$ cat src/pkg/debug_session_pkg.sv
// constants shared by the debug session control block and its helpers
// assumes byte-wide registers on an 8-bit address register port
package debug_session_pkg;

  // ----------------------------------------------------------------
  // register map
  // ----------------------------------------------------------------
  localparam logic [7:0] CTRL_ADDR   = 8'h20;  // debug_control_one
  localparam logic [7:0] STATUS_ADDR = 8'h21;  // debug_status
  localparam logic [7:0] SHARED_ADDR = 8'h27;  // sequencer control / match flags
  localparam logic [7:0] WINDOW_LO   = 8'h28;  // first byte of comparator window
  localparam logic [7:0] WINDOW_HI   = 8'h2f;  // last byte of comparator window
  localparam logic [7:0] EVENT_ADDR  = 8'h30;  // sticky event status
  localparam logic [7:0] MASK_ADDR   = 8'h31;  // event mask

  // ----------------------------------------------------------------
  // field positions and reset values
  // ----------------------------------------------------------------
  localparam int ARM_BIT   = 7;  // session arm
  localparam int IMMEDIATE_TRIGGER_BIT  = 6;  // immediate_trigger, reads zero
  localparam int ROUTE_BIT = 4;  // background_route_select
  localparam int BRKEN_BIT = 3;  // final_state_break_enable
  localparam int BANK_LSB  = 0;  // comparator_bank_select [1:0]
  localparam int FULL_BIT  = 7;  // trace_full_flag in status
  localparam logic [7:0] CTRL_RESET = 8'h00;
  localparam logic [1:0] BANK_NONE  = 2'h3;  // shows match flags at shared address

  // ----------------------------------------------------------------
  // sequencer state codes and trace depth
  // ----------------------------------------------------------------
  localparam logic [2:0] SEQ_IDLE  = 3'h0;  // disarmed
  localparam logic [2:0] SEQ_FIRST = 3'h1;  // first active state
  localparam logic [2:0] SEQ_FINAL = 3'h4;  // final state
  localparam int TRACE_LINES = 64;           // lines that make the trace full

  // ----------------------------------------------------------------
  // interrupt events
  // ----------------------------------------------------------------
  localparam int EV_END   = 0;  // session ended by hardware
  localparam int EV_BREAK = 1;  // breakpoint issued
  localparam int EV_FULL  = 2;  // trace became full
  localparam int EV_W     = 3;

  // session phase
  typedef enum logic [1:0] {PH_DISARMED, PH_RUNNING, PH_FINAL} phase_t;

endpackage : debug_session_pkg

$ cat src/core/debug_session_control.sv
// debug session control: arm, immediate trigger, break routing,
// comparator bank visibility, status and event interrupt
// assumes all inputs are on clk_in; sequencer steps and trace control
// are external and report through pulses and the trace_begun_in level
//
// Our own choice: strobed register access.
`timescale 1ns/1ps
`default_nettype none
module debug_session_control #(
  parameter int LINES = debug_session_pkg::TRACE_LINES
) (
  input  wire logic       clk_in,          // 20 MHz bus clock
  input  wire logic       reset_in,        // sync reset, active high
  input  wire logic       por_in,          // power-on reset, sync, high
  input  wire logic [7:0] addr_in,         // register address
  input  wire logic [7:0] wdata_in,        // write data
  input  wire logic       wr_in,           // write strobe
  input  wire logic       rd_in,           // read strobe
  output logic      [7:0] rdata_out,       // read data, cycle after rd_in
  input  wire logic       secure_in,       // device secure
  input  wire logic       trace_source_enable_in,
  input  wire logic       trigger_alignment_in,   // 1 begin alignment
  input  wire logic       trace_begun_in,  // tracing has started
  input  wire logic       trace_done_in,   // tracing session complete
  input  wire logic       trace_line_in,   // a trace line stored
  input  wire logic       seq_step_in,     // sequencer transition
  input  wire logic [2:0] seq_step_state_in,  // state it moves to
  input  wire logic       background_mode_enable_in,
  input  wire logic       background_active_in,
  output logic            armed_out,       // session armed
  output logic      [2:0] state_out,       // sequencer_state_flags
  output logic      [1:0] bank_select_out, // comparator_bank_select
  output logic            window_sel_out,  // access hits comparator window
  output logic            shared_sel_out,  // access hits shared address
  output logic            match_view_out,  // shared address shows match flags
  output logic            trigger_out,     // trigger pulse to trace control
  output logic            background_out,  // break into background mode
  output logic            software_int_out,  // software_interrupt request
  output logic            irq_out          // event interrupt, level
);
  // ----------------------------------------------------------------
  // decode
  // ----------------------------------------------------------------
  logic ctrl_wr;   // write to debug_control_one
  logic mask_wr;   // write to event mask
  logic trace_on;  // tracing possible in this session
  logic arm_wr;    // write with arm set
  logic immediate_trigger_take; // accepted immediate trigger
  assign ctrl_wr  = wr_in && addr_in == debug_session_pkg::CTRL_ADDR;
  assign mask_wr  = wr_in && addr_in == debug_session_pkg::MASK_ADDR;
  assign trace_on = trace_source_enable_in && !secure_in;
  assign arm_wr   = ctrl_wr && wdata_in[debug_session_pkg::ARM_BIT];

  // ----------------------------------------------------------------
  // session state
  // ----------------------------------------------------------------
  debug_session_pkg::phase_t phase_q, phase_d;  // session phase
  logic       armed_q, armed_d;    // arm bit
  logic       route_q, route_d;    // background_route_select
  logic       brken_q, brken_d;    // final_state_break_enable
  logic [1:0] bank_q, bank_d;      // comparator_bank_select
  logic [2:0] state_q, state_d;    // sequencer_state_flags
  logic       forced_q, forced_d;  // trigger forced the final state
  logic       brk_q, brk_d;        // break request pulse
  logic       immediate_trigger_q, immediate_trigger_d;      // trigger to trace control
  logic       end_d;               // hardware ended session
  logic       brk_ok;              // break wanted at final

  // trigger ignored once begin-aligned tracing is under way; a trigger
  // write must keep the arm bit set, else it is a disarm
  assign immediate_trigger_take = arm_wr && wdata_in[debug_session_pkg::IMMEDIATE_TRIGGER_BIT] && armed_q
                     && !(trace_begun_in && trigger_alignment_in);
  assign brk_ok = brken_q || forced_q;

  // next session state: hardware events first, software write last
  always_comb begin
    phase_d  = phase_q;
    armed_d  = armed_q;
    route_d  = route_q;
    brken_d  = brken_q;
    bank_d   = bank_q;
    state_d  = state_q;
    forced_d = forced_q;
    brk_d    = 1'b0;
    immediate_trigger_d   = 1'b0;
    end_d    = 1'b0;
    unique case (phase_q)
      debug_session_pkg::PH_DISARMED: begin
        // idle, nothing to track
      end
      debug_session_pkg::PH_RUNNING: begin
        if (seq_step_in) begin
          state_d = seq_step_state_in;
          if (seq_step_state_in == debug_session_pkg::SEQ_FINAL) begin
            phase_d = debug_session_pkg::PH_FINAL;
          end
        end
      end
      debug_session_pkg::PH_FINAL: begin
        // with tracing, break and end wait for trace completion
        if (!trace_on || trace_done_in) begin
          if (brk_ok) begin
            brk_d = 1'b1;
          end
          if (brk_ok || trace_done_in) begin
            armed_d  = 1'b0;
            end_d    = 1'b1;
            phase_d  = debug_session_pkg::PH_DISARMED;
            state_d  = debug_session_pkg::SEQ_IDLE;
            forced_d = 1'b0;
          end
        end
      end
    endcase
    if (immediate_trigger_take) begin
      // jump to final at once, break forced at completion
      phase_d  = debug_session_pkg::PH_FINAL;
      state_d  = debug_session_pkg::SEQ_FINAL;
      forced_d = 1'b1;
      immediate_trigger_d   = trace_on;
    end
    if (ctrl_wr) begin
      bank_d = wdata_in[debug_session_pkg::BANK_LSB +: 2];
      // route and break enable only take writes when disarmed beforehand
      if (!armed_q) begin
        route_d = wdata_in[debug_session_pkg::ROUTE_BIT];
        brken_d = wdata_in[debug_session_pkg::BRKEN_BIT];
      end
      if (arm_wr) begin
        // a write of one while armed keeps the session so a trigger lands
        if (!armed_q) begin
          armed_d  = 1'b1;
          phase_d  = debug_session_pkg::PH_RUNNING;
          state_d  = debug_session_pkg::SEQ_FIRST;
          forced_d = 1'b0;
          immediate_trigger_d   = 1'b0;
        end
      end else if (armed_q) begin
        // software disarm keeps state flags, route and break enable
        armed_d  = 1'b0;
        phase_d  = debug_session_pkg::PH_DISARMED;
        forced_d = 1'b0;
      end
    end
  end

  // register session state; every control bit resets to zero
  always_ff @(posedge clk_in) begin
    if (reset_in) begin
      phase_q  <= debug_session_pkg::PH_DISARMED;
      armed_q  <= 1'b0;
      route_q  <= 1'b0;
      brken_q  <= 1'b0;
      bank_q   <= 2'h0;
      state_q  <= debug_session_pkg::SEQ_IDLE;
      forced_q <= 1'b0;
      brk_q    <= 1'b0;
      immediate_trigger_q   <= 1'b0;
    end else begin
      phase_q  <= phase_d;
      armed_q  <= armed_d;
      route_q  <= route_d;
      brken_q  <= brken_d;
      bank_q   <= bank_d;
      state_q  <= state_d;
      forced_q <= forced_d;
      brk_q    <= brk_d;
      immediate_trigger_q   <= immediate_trigger_d;
    end
  end

  // ----------------------------------------------------------------
  // breakpoint routing and trace fill
  // ----------------------------------------------------------------
  logic trace_full;  // trace_full_flag
  break_router u_router (
    .break_in         (brk_q),
    .route_bdm_in     (route_q),
    .bdm_enable_in    (background_mode_enable_in),
    .bdm_active_in    (background_active_in),
    .background_out   (background_out),
    .software_int_out (software_int_out)
  );
  trace_fill_counter #(.LINES(LINES)) u_fill (
    .clk_in   (clk_in),
    .por_in   (por_in),
    .clear_in (arm_wr),
    .line_in  (trace_line_in),
    .full_out (trace_full)
  );

  // ----------------------------------------------------------------
  // events, mask and read port
  // ----------------------------------------------------------------
  logic [debug_session_pkg::EV_W-1:0] ev_q, ev_d;      // sticky events
  logic [debug_session_pkg::EV_W-1:0] mask_q, mask_d;  // event mask
  logic [debug_session_pkg::EV_W-1:0] ev_set;          // events this cycle
  logic [7:0] rdata_q, rdata_d;                        // read data
  logic       full_d1_q;                               // trace_full delayed

  assign ev_set = {trace_full && !full_d1_q, brk_q, end_d};

  // read clears the event bits, a new event in that cycle wins
  always_comb begin
    ev_d   = ev_q;
    mask_d = mask_q;
    if (rd_in && addr_in == debug_session_pkg::EVENT_ADDR) begin
      ev_d = '0;
    end
    ev_d = ev_d | ev_set;
    if (mask_wr && !armed_q) begin
      mask_d = wdata_in[debug_session_pkg::EV_W-1:0];
    end
  end

  // read mux: status ignores writes, trigger reads zero
  always_comb begin
    rdata_d = 8'h00;
    if (rd_in) begin
      unique case (addr_in)
        debug_session_pkg::CTRL_ADDR: begin
          rdata_d[debug_session_pkg::ARM_BIT]   = armed_q;
          rdata_d[debug_session_pkg::ROUTE_BIT] = route_q;
          rdata_d[debug_session_pkg::BRKEN_BIT] = brken_q;
          rdata_d[debug_session_pkg::BANK_LSB +: 2] = bank_q;
        end
        debug_session_pkg::STATUS_ADDR: begin
          rdata_d[debug_session_pkg::FULL_BIT] = trace_full;
          rdata_d[2:0] = state_q;
        end
        debug_session_pkg::EVENT_ADDR: begin
          rdata_d[debug_session_pkg::EV_W-1:0] = ev_q;
        end
        debug_session_pkg::MASK_ADDR: begin
          rdata_d[debug_session_pkg::EV_W-1:0] = mask_q;
        end
        default: begin
          rdata_d = 8'h00;  // unmapped reads as zero
        end
      endcase
    end
  end

  // register events, mask and read data
  always_ff @(posedge clk_in) begin
    if (reset_in) begin
      ev_q      <= '0;
      mask_q    <= '0;
      rdata_q   <= 8'h00;
      full_d1_q <= trace_full;  // full survives reset, so no false rising edge
    end else begin
      ev_q      <= ev_d;
      mask_q    <= mask_d;
      rdata_q   <= rdata_d;
      full_d1_q <= trace_full;
    end
  end

  // ----------------------------------------------------------------
  // outputs
  // ----------------------------------------------------------------
  assign rdata_out       = rdata_q;
  assign armed_out       = armed_q;
  assign state_out       = state_q;
  assign bank_select_out = bank_q;
  assign window_sel_out  = addr_in >= debug_session_pkg::WINDOW_LO
                           && addr_in <= debug_session_pkg::WINDOW_HI
                           && bank_q != debug_session_pkg::BANK_NONE;
  assign shared_sel_out  = addr_in == debug_session_pkg::SHARED_ADDR;
  assign match_view_out  = bank_q == debug_session_pkg::BANK_NONE;
  assign trigger_out     = immediate_trigger_q;
  assign irq_out         = |(ev_q & mask_q);
endmodule : debug_session_control
`default_nettype wire

$ cat src/core/trace_fill_counter.sv
// counts stored trace lines since arming and flags a full buffer
// assumes line_in is a one-cycle pulse on clk_in; only por_in resets it
`timescale 1ns/1ps
`default_nettype none
module trace_fill_counter #(
  parameter int LINES = 64
) (
  input  wire logic clk_in,    // bus clock
  input  wire logic por_in,    // power-on reset, sync, active high
  input  wire logic clear_in,  // arm written to one
  input  wire logic line_in,   // one trace line stored
  output logic      full_out   // at least LINES lines stored
);
  localparam int CW = $clog2(LINES + 1);
  localparam logic [CW-1:0] TOP = CW'(LINES);

  logic [CW-1:0] count_q;  // saturating line count
  logic [CW-1:0] count_d;

  // saturate at the full mark so the flag cannot wrap back
  always_comb begin
    count_d = count_q;
    if (clear_in) begin
      count_d = '0;
    end else if (line_in && count_q != TOP) begin
      count_d = count_q + CW'(1);
    end
  end

  // only power-on reset clears the count; other resets keep it
  always_ff @(posedge clk_in) begin
    if (por_in) begin
      count_q <= '0;
    end else begin
      count_q <= count_d;
    end
  end

  assign full_out = (count_q == TOP);
endmodule : trace_fill_counter
`default_nettype wire

$ cat src/core/break_router.sv
// steers a breakpoint request to background mode or software interrupt
// assumes the background unit states are levels on the same clock
`timescale 1ns/1ps
`default_nettype none
module break_router (
  input  wire logic break_in,          // breakpoint request
  input  wire logic route_bdm_in,      // background_route_select
  input  wire logic bdm_enable_in,     // background_mode_enable
  input  wire logic bdm_active_in,     // background mode active now
  output logic      background_out,    // enter background mode
  output logic      software_int_out   // raise software_interrupt
);
  // routed to background mode only when that mode is enabled,
  // with route clear a break is dropped while background is active
  always_comb begin
    background_out   = 1'b0;
    software_int_out = 1'b0;
    if (break_in) begin
      if (route_bdm_in) begin
        background_out   = bdm_enable_in;
        software_int_out = !bdm_enable_in;
      end else begin
        software_int_out = !bdm_active_in;
      end
    end
  end
endmodule : break_router
`default_nettype wire

$ cat config.mk
export PLATFORM = sky130hd
export DESIGN_NAME = debug_session_control
export DESIGN_NICKNAME = d
export VERILOG_FILES = /design/src/pkg/debug_session_pkg.sv /design/src/core/debug_session_control.sv /design/src/core/trace_fill_counter.sv /design/src/core/break_router.sv
export SDC_FILE = /design/constraint.sdc
export NUM_CORES = 1
export LEC_CHECK = 0
export BUFFER_PORTS_ARGS = -buffer_cell sky130_fd_sc_hd__buf_2
export CAP_MARGIN = 30
export CORE_MARGIN = 3
export CORE_UTILIZATION = 35
export DETAILED_ROUTE_END_ITERATION = 6
export SYNTH_ARGS = -nofsm -noshare
export SYNTH_HDL_FRONTEND = slang
export SYNTH_SLANG_ARGS = --single-unit
$ cat constraint.sdc
create_clock -name clk_in -period 4.63 [get_ports clk_in]
set_clock_uncertainty 0.15 [all_clocks]
set_input_delay 1.389 -clock clk_in [delete_from_list [all_inputs] [get_ports clk_in]]
set_output_delay 1.389 -clock clk_in [all_outputs]
set_load 0.03 [all_outputs]
; After elaboration in Yosys (flattened, before gate mapping)
; Index checks and enable logic that the tools add are counted.
[op_classes]
n_addsub = 1
magnitude_cmp = 2
n_eq_ne = 12
n_mux = 49
bitwise = 7
reduce_logical = 30
[op_table]
columns = cell, n
row1 = 8-bit by 6-bit equality test with 1-bit output (second input constant), 5
row2 = 1-bit two-way mux, 27
row3 = 3-bit two-way mux, 8
row4 = 2-bit two-way mux, 9
row5 = 1-bit logical AND, 14
row6 = 3-bit OR reduction, 3
row7 = 8-bit by 6-bit greater-or-equal comparator with 1-bit output (second input constant), 1
row8 = 8-bit by 6-bit less-or-equal comparator with 1-bit output (second input constant), 1
row9 = 2-bit case mux with 4 select lines, 1
row10 = 7-bit by 1-bit adder with 7-bit output (second input constant), 1
row11 = 7-bit equality test (second input constant), 1
row12 = 1-bit zero test, 7
row13 = 7-bit != test (second input constant), 1
row14 = 3-bit case mux with 2 select lines, 1
row15 = 1-bit NOT, 5
row16 = 2-bit equality test (second input constant), 2
row17 = 2-bit case mux with 2 select lines, 1
row18 = 2-bit OR reduction, 2
row19 = 3-bit AND, 1
row20 = 3-bit equality test (second input constant), 1
row21 = 1-bit logical OR, 3
row22 = 3-bit OR, 1
row23 = 1-bit case mux with 3 select lines, 1
row24 = 2-bit by 1-bit equality test with 1-bit output (second input constant), 1
row25 = 3 further kinds, 3
[word_totals]
register_bits = 35
inputBits = 33
output_inout_bits = 21
word_cells = 117

; Depth between registers and ports, before layout
; Gate-level depths: netlist (run 1).
[logic_depth]
ltp_word = 10
depth_mapped = 7
ltp_nobuf = 6

; Cells and area by module
; A second synthesis (run 1) with hierarchy kept.
[unflattened]
cells_unflattened = 200
area_unflattened_um2 = 1813.0
[by_module_without_submodules]
columns = mod, instances, cells_per_inst, area_each_um2, seq_area_each_um2
row1 = debug_session_control, 1, 155, 1437.6, 520.5
row2 = trace_fill_counter, 1, 42, 351.6, 140.1
row3 = break_router, 1, 3, 23.8, 0.0

; Worst setup path after synthesis (run 1)
; OpenSTA, ideal clock, no wires.
[synth_path]
kind = input -> output
from = input addr_in[4]
to = output window_sel_out
t_arrival_ps = 2898
required_time_ps = 3091
setup_slack_ps = 193
path_stages = 4
path_buffers = 2
path_cell_list = buf_6 -> or4b_4 -> buf_6 -> nor3b_1
[synth_between]
elab_chain_len = 3
elab_cells_between_ends = 4
classes_between = order compare (2) / reduce/logical (2)
[synth_rtl]
columns = item, line
row1 = "start, declared", debug_session_control.sv:15  ; input wire logic [7:0] addr_in,
row2 = 8-bit by 6-bit greater-or-equal comparator with 1-bit output / 8-bit by 6-bit less-or-equal comparator with 1-bit output (equally long branches), "debug_session_control.sv:266, debug_session_control.sv:267"
row3 = 1-bit logical AND *, debug_session_control.sv:267  ; && addr_in <= debug_session_pkg::WINDOW_HI
row4 = 1-bit logical AND *, debug_session_control.sv:268  ; && bank_q != debug_session_pkg::BANK_NONE;
row5 = "end, declared", debug_session_control.sv:33  ; output logic window_sel_out,
; Every way passes the cells marked *; elsewhere a longest branch is shown, timed or not.

; Final worst setup path (run 1)
; Same ends and word-level chain as after synthesis.

==> results of run 1 <==
-- critical path: stages --
cell     delay [ps]
buf_2           150
or4b_4          600
nor3b_1         190
buf_2           220
-- cell usage after synthesis (2+ instances only) --
master and n:
nand2b_1 11, dfxtp_1 33, xor2_1 2, a31o_2 2, nor3_1 2, ha_1 4, mux4_2 2, clkbuf_1 5
nand3b_1 3, a21o_1 2, nor4b_1 3, or3_1 3, a21oi_1 6, xnor2_1 3, and3_1 2, and2_1 4
mux2i_1 10, nand2_1 7, inv_1 11, nand4_1 2, nor4_1 3, a21boi_0 2, buf_4 2, a31oi_1 2
nor2b_1 5, buf_6 3, nor3b_1 3, nor2_1 24, o21ai_0 5, a211oi_1 4, a22oi_1 3
-- state kept, by name (all words and copies together) (netlist names) --
| signal | cells |
|---|---|
| brk_q | 1 |
| mask_q | 3 |
| armed_out | 1 |
| ev_q | 3 |
| trigger_out | 1 |
| state_out | 3 |
| phase_q | 2 |
| bank_select_out | 2 |
| forced_q | 1 |
| rdata_out | 6 |
| u_fill.count_q | 7 |
| route_q | 1 |
| full_d1_q | 1 |
| brken_q | 1 |
-- per-stage QoR --
stage               area (sq um)  total power [mW]  worst slack, ps  utilization (%)
floorplan                   1770             0.322              193                -
finish                      2150             0.614              546             45.0
detailed placement          2040             0.341              554             42.6
CTS                         2150             0.621              544             45.0
global placement            2040             0.340              543             42.6
global route                2150             0.641              463             45.0
-- routing by layer --
| layer | up-vias | track usage [%] | share of wire [%] |
|---|---|---|---|
| met3 | 4 | 4.11 | 6.2 |
| met5 | - | 0 | 0 |
| met2 | 44 | 21.8 | 45 |
| met1 | 682 | 18.0 | 48 |
| li1 | 794 | - | - |
| met4 | 0 | 4.45 | 1.3 |
-- worst paths after layout --
check                       start                      end
max                    addr_in[4]           window_sel_out
min          brken_q$_SDFFE_PP0P_  rdata_out[3]$_SDFF_PP0_
max reg2reg  armed_out$_SDFF_PP0_   mask_q[2]$_SDFFE_PP0P_
min reg2reg  brken_q$_SDFFE_PP0P_  rdata_out[3]$_SDFF_PP0_
-- logic make-up (layout without fill, tap and decap cells) --
logic type      after synthesis  after routing  share of synthesized area, %
mux                          12             12                          8.22
xor+xnor                      5              5                          2.48
buf+inv                      21             69                          6.16
fa+ha+maj                     4              4                          2.83
compound gates               39             39                          16.6
flops                        33             33                          37.4
other cells                   1              2                         0.212
simple gates                 80             80                          26.1
-- area by class of cell --
cell class / instances / share of cell area, %
Clock buffer: 7 / 4.01
Clock inverter: 1 / 1.39
Inverter: 11 / 1.92
Multi-Input combinational cell: 142 / 46.5
Sequential cell: 33 / 30.7
Tap cell: 67 / 3.89
Timing Repair Buffer: 50 / 11.6
-- report_power, final --
part	switching, mW	total, mW	internal, mW
logic	0.0264	0.0468	0.0204
registers	0.00169	0.287	0.286
clock network	0.105	0.280	0.176
==> results by group, run 1 <==
Flow run
  – MaxCap Viol Count: 0

Finish
  – Most common cell after layout, fill and taps aside: buf_2
  – Most frequent cells in the layout: buf_2 (50), dfxtp_1 (33), nor2_1 (24), inv_1 (11), nand2b_1 (11)
  – Antenna fix cells: 0
  – Final std cells w/o fill: 311
  – Filler cells: 512
  – Seq. cell area: 661 sq um
  – Share of layout cells above drive strength 1: 27.9%
  – Area grow syn2layout: 21.9%
  – Count of nets after finishing: 280
  – Footprint of the multi-input gates: 1000 sq um

Power and ir drop
  – Worst vdd ir: 125 uV
  – LEAKAGE: 0.895 nW
  – PwrDens: 285 nW/um^2

Drt
  – Vias per inst: 4.90
  – Total number of vias: 1524
  – 1st-iter DRT viols: 69
  – First-pass detailed-route iteration total: 4
  – Drt total wl: 3960 microns
  – Avg WL per Cell: 12.7 microns
  – Residual DRC count: 0
  – ANT nets after route: 0

STA
  – Slew Viols, Final: 0
  – Min Tclk post-route: 4080 ps
  – Fmax: 0.245 GHz
  – Hold Slack: 365 ps
  – Rel. slew slack: 46.9%
  – Tightest Pin Transition: 789 ps
  – Final Hold Viols: 0
  – Final setup viols: 0
  – Total negative setup slack: 0 ps
  – Unrepaired setup endpoints after global routing: no
  – Fin crit share: 88.2%

Global routing
  – Number of global-route vias before repair: 1472
  – Total track usage: 13.8%
  – Largest net degree at the start of global routing: 22
  – Total gr overflow: 0
  – First-pass GRT wire length: 6730 microns
  – Initial antenna violation count: 0

Yosys
  – Area leader, netlist: dfxtp_1
  – Dominant cells by area after synthesis: dfxtp_1 (37%), mux2i_1 (5.7%), nor2_1 (5.1%)
  – Synthesized flop and latch total: 33
  – Top FF cell, synth: dfxtp_1
  – Avg Inst Size Synth: 9.06 sq um
  – EDFF count, synth: 0
  – Number of library cell types mapped by synthesis: 53
  – Top cell type's share of synthesized area: 37.4%
  – Cells after Synth: 195
  – Mapped Area: 1770 sq um
  – Sequential cell area fraction in the yosys report: 37.4%
  – Synth Warn #: 0
  – Async SR Flop Fraction: 0%

Worst setup path
  – Crit path arrival time: 2550 ps
  – CP Max Fanout: 7
  – Kind of critical path: input port to output port
  – Worst setup EP type: output port
  – WP data required: 3090 ps
  – Setup slack, reg-to-reg: 2780 ps
  – Reg2Reg Depth: 4
  – Startpoint Class: input port

Min path
  – Hold depth: 1
  – Worst hold path type: flip-flop to flip-flop

CTS
  – Clock transition at path regs: 60 ps
  – # hold bufs at CTS: 0
  – Post-CTS Resized: 0
  – Clk Latency, worst-skew pair: 280 ps
  – CTS tree: built
  – H-tree depth: 2
  – Clock Sink Count: 33
  – CTS root buffer: clkbuf_8
  – Num CTS Buffers: 5
  – Setup bufs post-CTS: 0
  – CTS max path bufs: 2

Place
  – Routability Congestion: 0.768
  – Port bufs: 50
  – Placed Cells: 303
  – DP Wirelength: 3070 microns

Die
  – # rows: 25
  – Die width: 77.0 microns
  – Die Ht: 77.0 microns
  – Starting density of the core: 36.9%
  – Core ar.: 4790 sq um
  – Area of the die: 5940 sq um
  – I/O pin cnt: 54

Status
  – Status: finished clean
(Power assumes the default switching activity.)
==> inputs of run 2 (changes only) <==
Settings changed: RECOVER_POWER from default to 50.
==> run 2 against run 1 <==
Wire length up 0.15%. Critical path type unchanged. Largest cell class unchanged. Global-route usage is the same. Largest power group unchanged. Utilization is 0.52 points lower. Die area unchanged.
==> results by group, run 2 (synthesis results as in run 1) <==
Finish
  – Max FFs per register: 7
  – Area grow syn2layout: 20.5%
  – Share of layout cells above drive strength 1: 20.5%
  – Largest register by flop count: u_fill.count_q
  – Most frequent cells in the layout: dfxtp_1 (33), buf_2 (33), nor2_1 (24), clkbuf_1 (18)
  – Antenna fix cells: 0
  – Final std cells w/o fill: 311
  – Count of nets after finishing: 280

Status
  – Status: finished clean

Drt
  – 1st-iter DRT viols: 71
  – Residual DRC count: 0
  – Vias per inst: 4.93
  – ANT nets after route: 0
  – Avg WL per Cell: 12.7 microns
  – Total number of vias: 1534
  – Drt total wl: 3960 microns
  – First-pass detailed-route iteration total: 5

Power and ir drop
  – PwrDens: 288 nW/um^2
  – Clock Power Share: 45.5%
  – Total power: 613 uW
  – Logic pwr share: 7.6%
  – Switching Fraction: 21.5%
  – Worst vdd ir: 125 uV
  – Switching power of the nets: 131 uW
  – Seq pwr share: 46.9%
  – LEAKAGE: 0.821 nW
  – Int Power: 481 uW

Global routing
  – Largest net degree at the start of global routing: 22
  – Total track usage: 13.8%
  – Initial antenna violation count: 0
  – First-pass GRT wire length: 6730 microns
  – Number of global-route vias before repair: 1472
  – Total gr overflow: 0

Place
  – DP Wirelength: 3070 microns
  – Routability Congestion: 0.768
  – Pre-CTS WS: 554 ps
  – Placed Cells: 303
  – Port bufs: 50

CTS
  – CTS tree: built
  – Num CTS Buffers: 5
  – CTS max path bufs: 2
  – # hold bufs at CTS: 0
  – Setup bufs post-CTS: 0
  – CTS root buffer: clkbuf_8
  – Clock Sink Count: 33
  – H-tree depth: 2
  – Clk Latency, worst-skew pair: 280 ps
  – Clock transition at path regs: 60 ps
  – Post-CTS Resized: 0

Flow run
  – MaxCap Viol Count: 0

Die
  – Die width: 77.0 microns
  – Starting density of the core: 36.9%
  – Area of the die: 5940 sq um
  – # rows: 25
  – Core ar.: 4790 sq um
  – I/O pin cnt: 54
  – Die Ht: 77.0 microns

Worst setup path
  – CP Max Fanout: 7
  – Startpoint Class: input port
  – Crit path arrival time: 2700 ps
  – WP data required: 3090 ps
  – Reg-to-Reg Start: armed_out$_SDFF_PP0_
  – Crit path from: addr_in[4]
  – Kind of critical path: input port to output port
  – Worst setup EP type: output port

STA
  – Hold Slack: 365 ps
  – Unrepaired setup endpoints after global routing: no
  – Tightest Pin Transition: 799 ps
  – Final setup viols: 0
  – Final Hold Viols: 0
  – Rel. slew slack: 46.3%
  – Min Tclk post-route: 4230 ps
  – Total negative setup slack: 0 ps
  – Post-route worst setup slack: 395 ps
  – Fin crit share: 91.5%
  – Fmax: 0.236 GHz
  – Slew Viols, Final: 0

Min path
  – Hold Crit Start: brken_q$_SDFFE_PP0P_
  – Worst hold path type: flip-flop to flip-flop
[run 2: changes by cell type in the layout (fill, tap and decap cells not counted)]
cell and delta:
or4b_4 -1, clkbuf_1 +17, or4b_1 +1, buf_2 -17
[run 2: metal layers]
layer / global-route usage, % / vias up / routed length [microns]
li1: - / 796 / -
met5: 0 / - / 0
met2: 21.8 / 45 / 1790
met4: 4.45 / 0 / 50
met3: 4.11 / 4 / 260
met1: 18.0 / 689 / 1860
[run 2: final timing paths]
kind                            slack, ps                      end  depth (start not counted)
worst max-delay path                  400           window_sel_out                          4
worst min-delay path                  370  rdata_out[3]$_SDFF_PP0_                          1
worst max register to register       2770   mask_q[2]$_SDFFE_PP0P_                          4
worst min register to register        370  rdata_out[3]$_SDFF_PP0_                          1
[run 2: through the flow]
step | utilization (%) | cell area, sq um
floorplan | - | 1770
global placement | 42.6 | 2040
detailed placement | 42.6 | 2040
CTS | 45.0 | 2150
global route | 44.5 | 2130
finish | 44.5 | 2130
[run 2: layout make-up]
type | instances | area (sq um)
repair buffers | 50 | 229
well taps | 67 | 83.8
fillers | 524 | 2660
inverters | 11 | 41.3
flip-flops and latches | 33 | 661
clock inverters | 1 | 30.0
clock buffers | 7 | 86.3
multi-input cells | 142 | 997
[run 2: critical path, cell delays in order]
cell and delay (ps):
clkbuf_1 170, or4b_1 700, nor3b_1 210, buf_2 220
[run 2: power groups by stage]
stage	clock network [mW]	logic, mW	registers (mW)
after floorplan	0	0.0288	0.294
after global placement	0	0.0459	0.294
after detailed placement	0	0.0467	0.294
after CTS	0.286	0.0475	0.287
after global routing	0.299	0.0529	0.288
final	0.279	0.0463	0.287
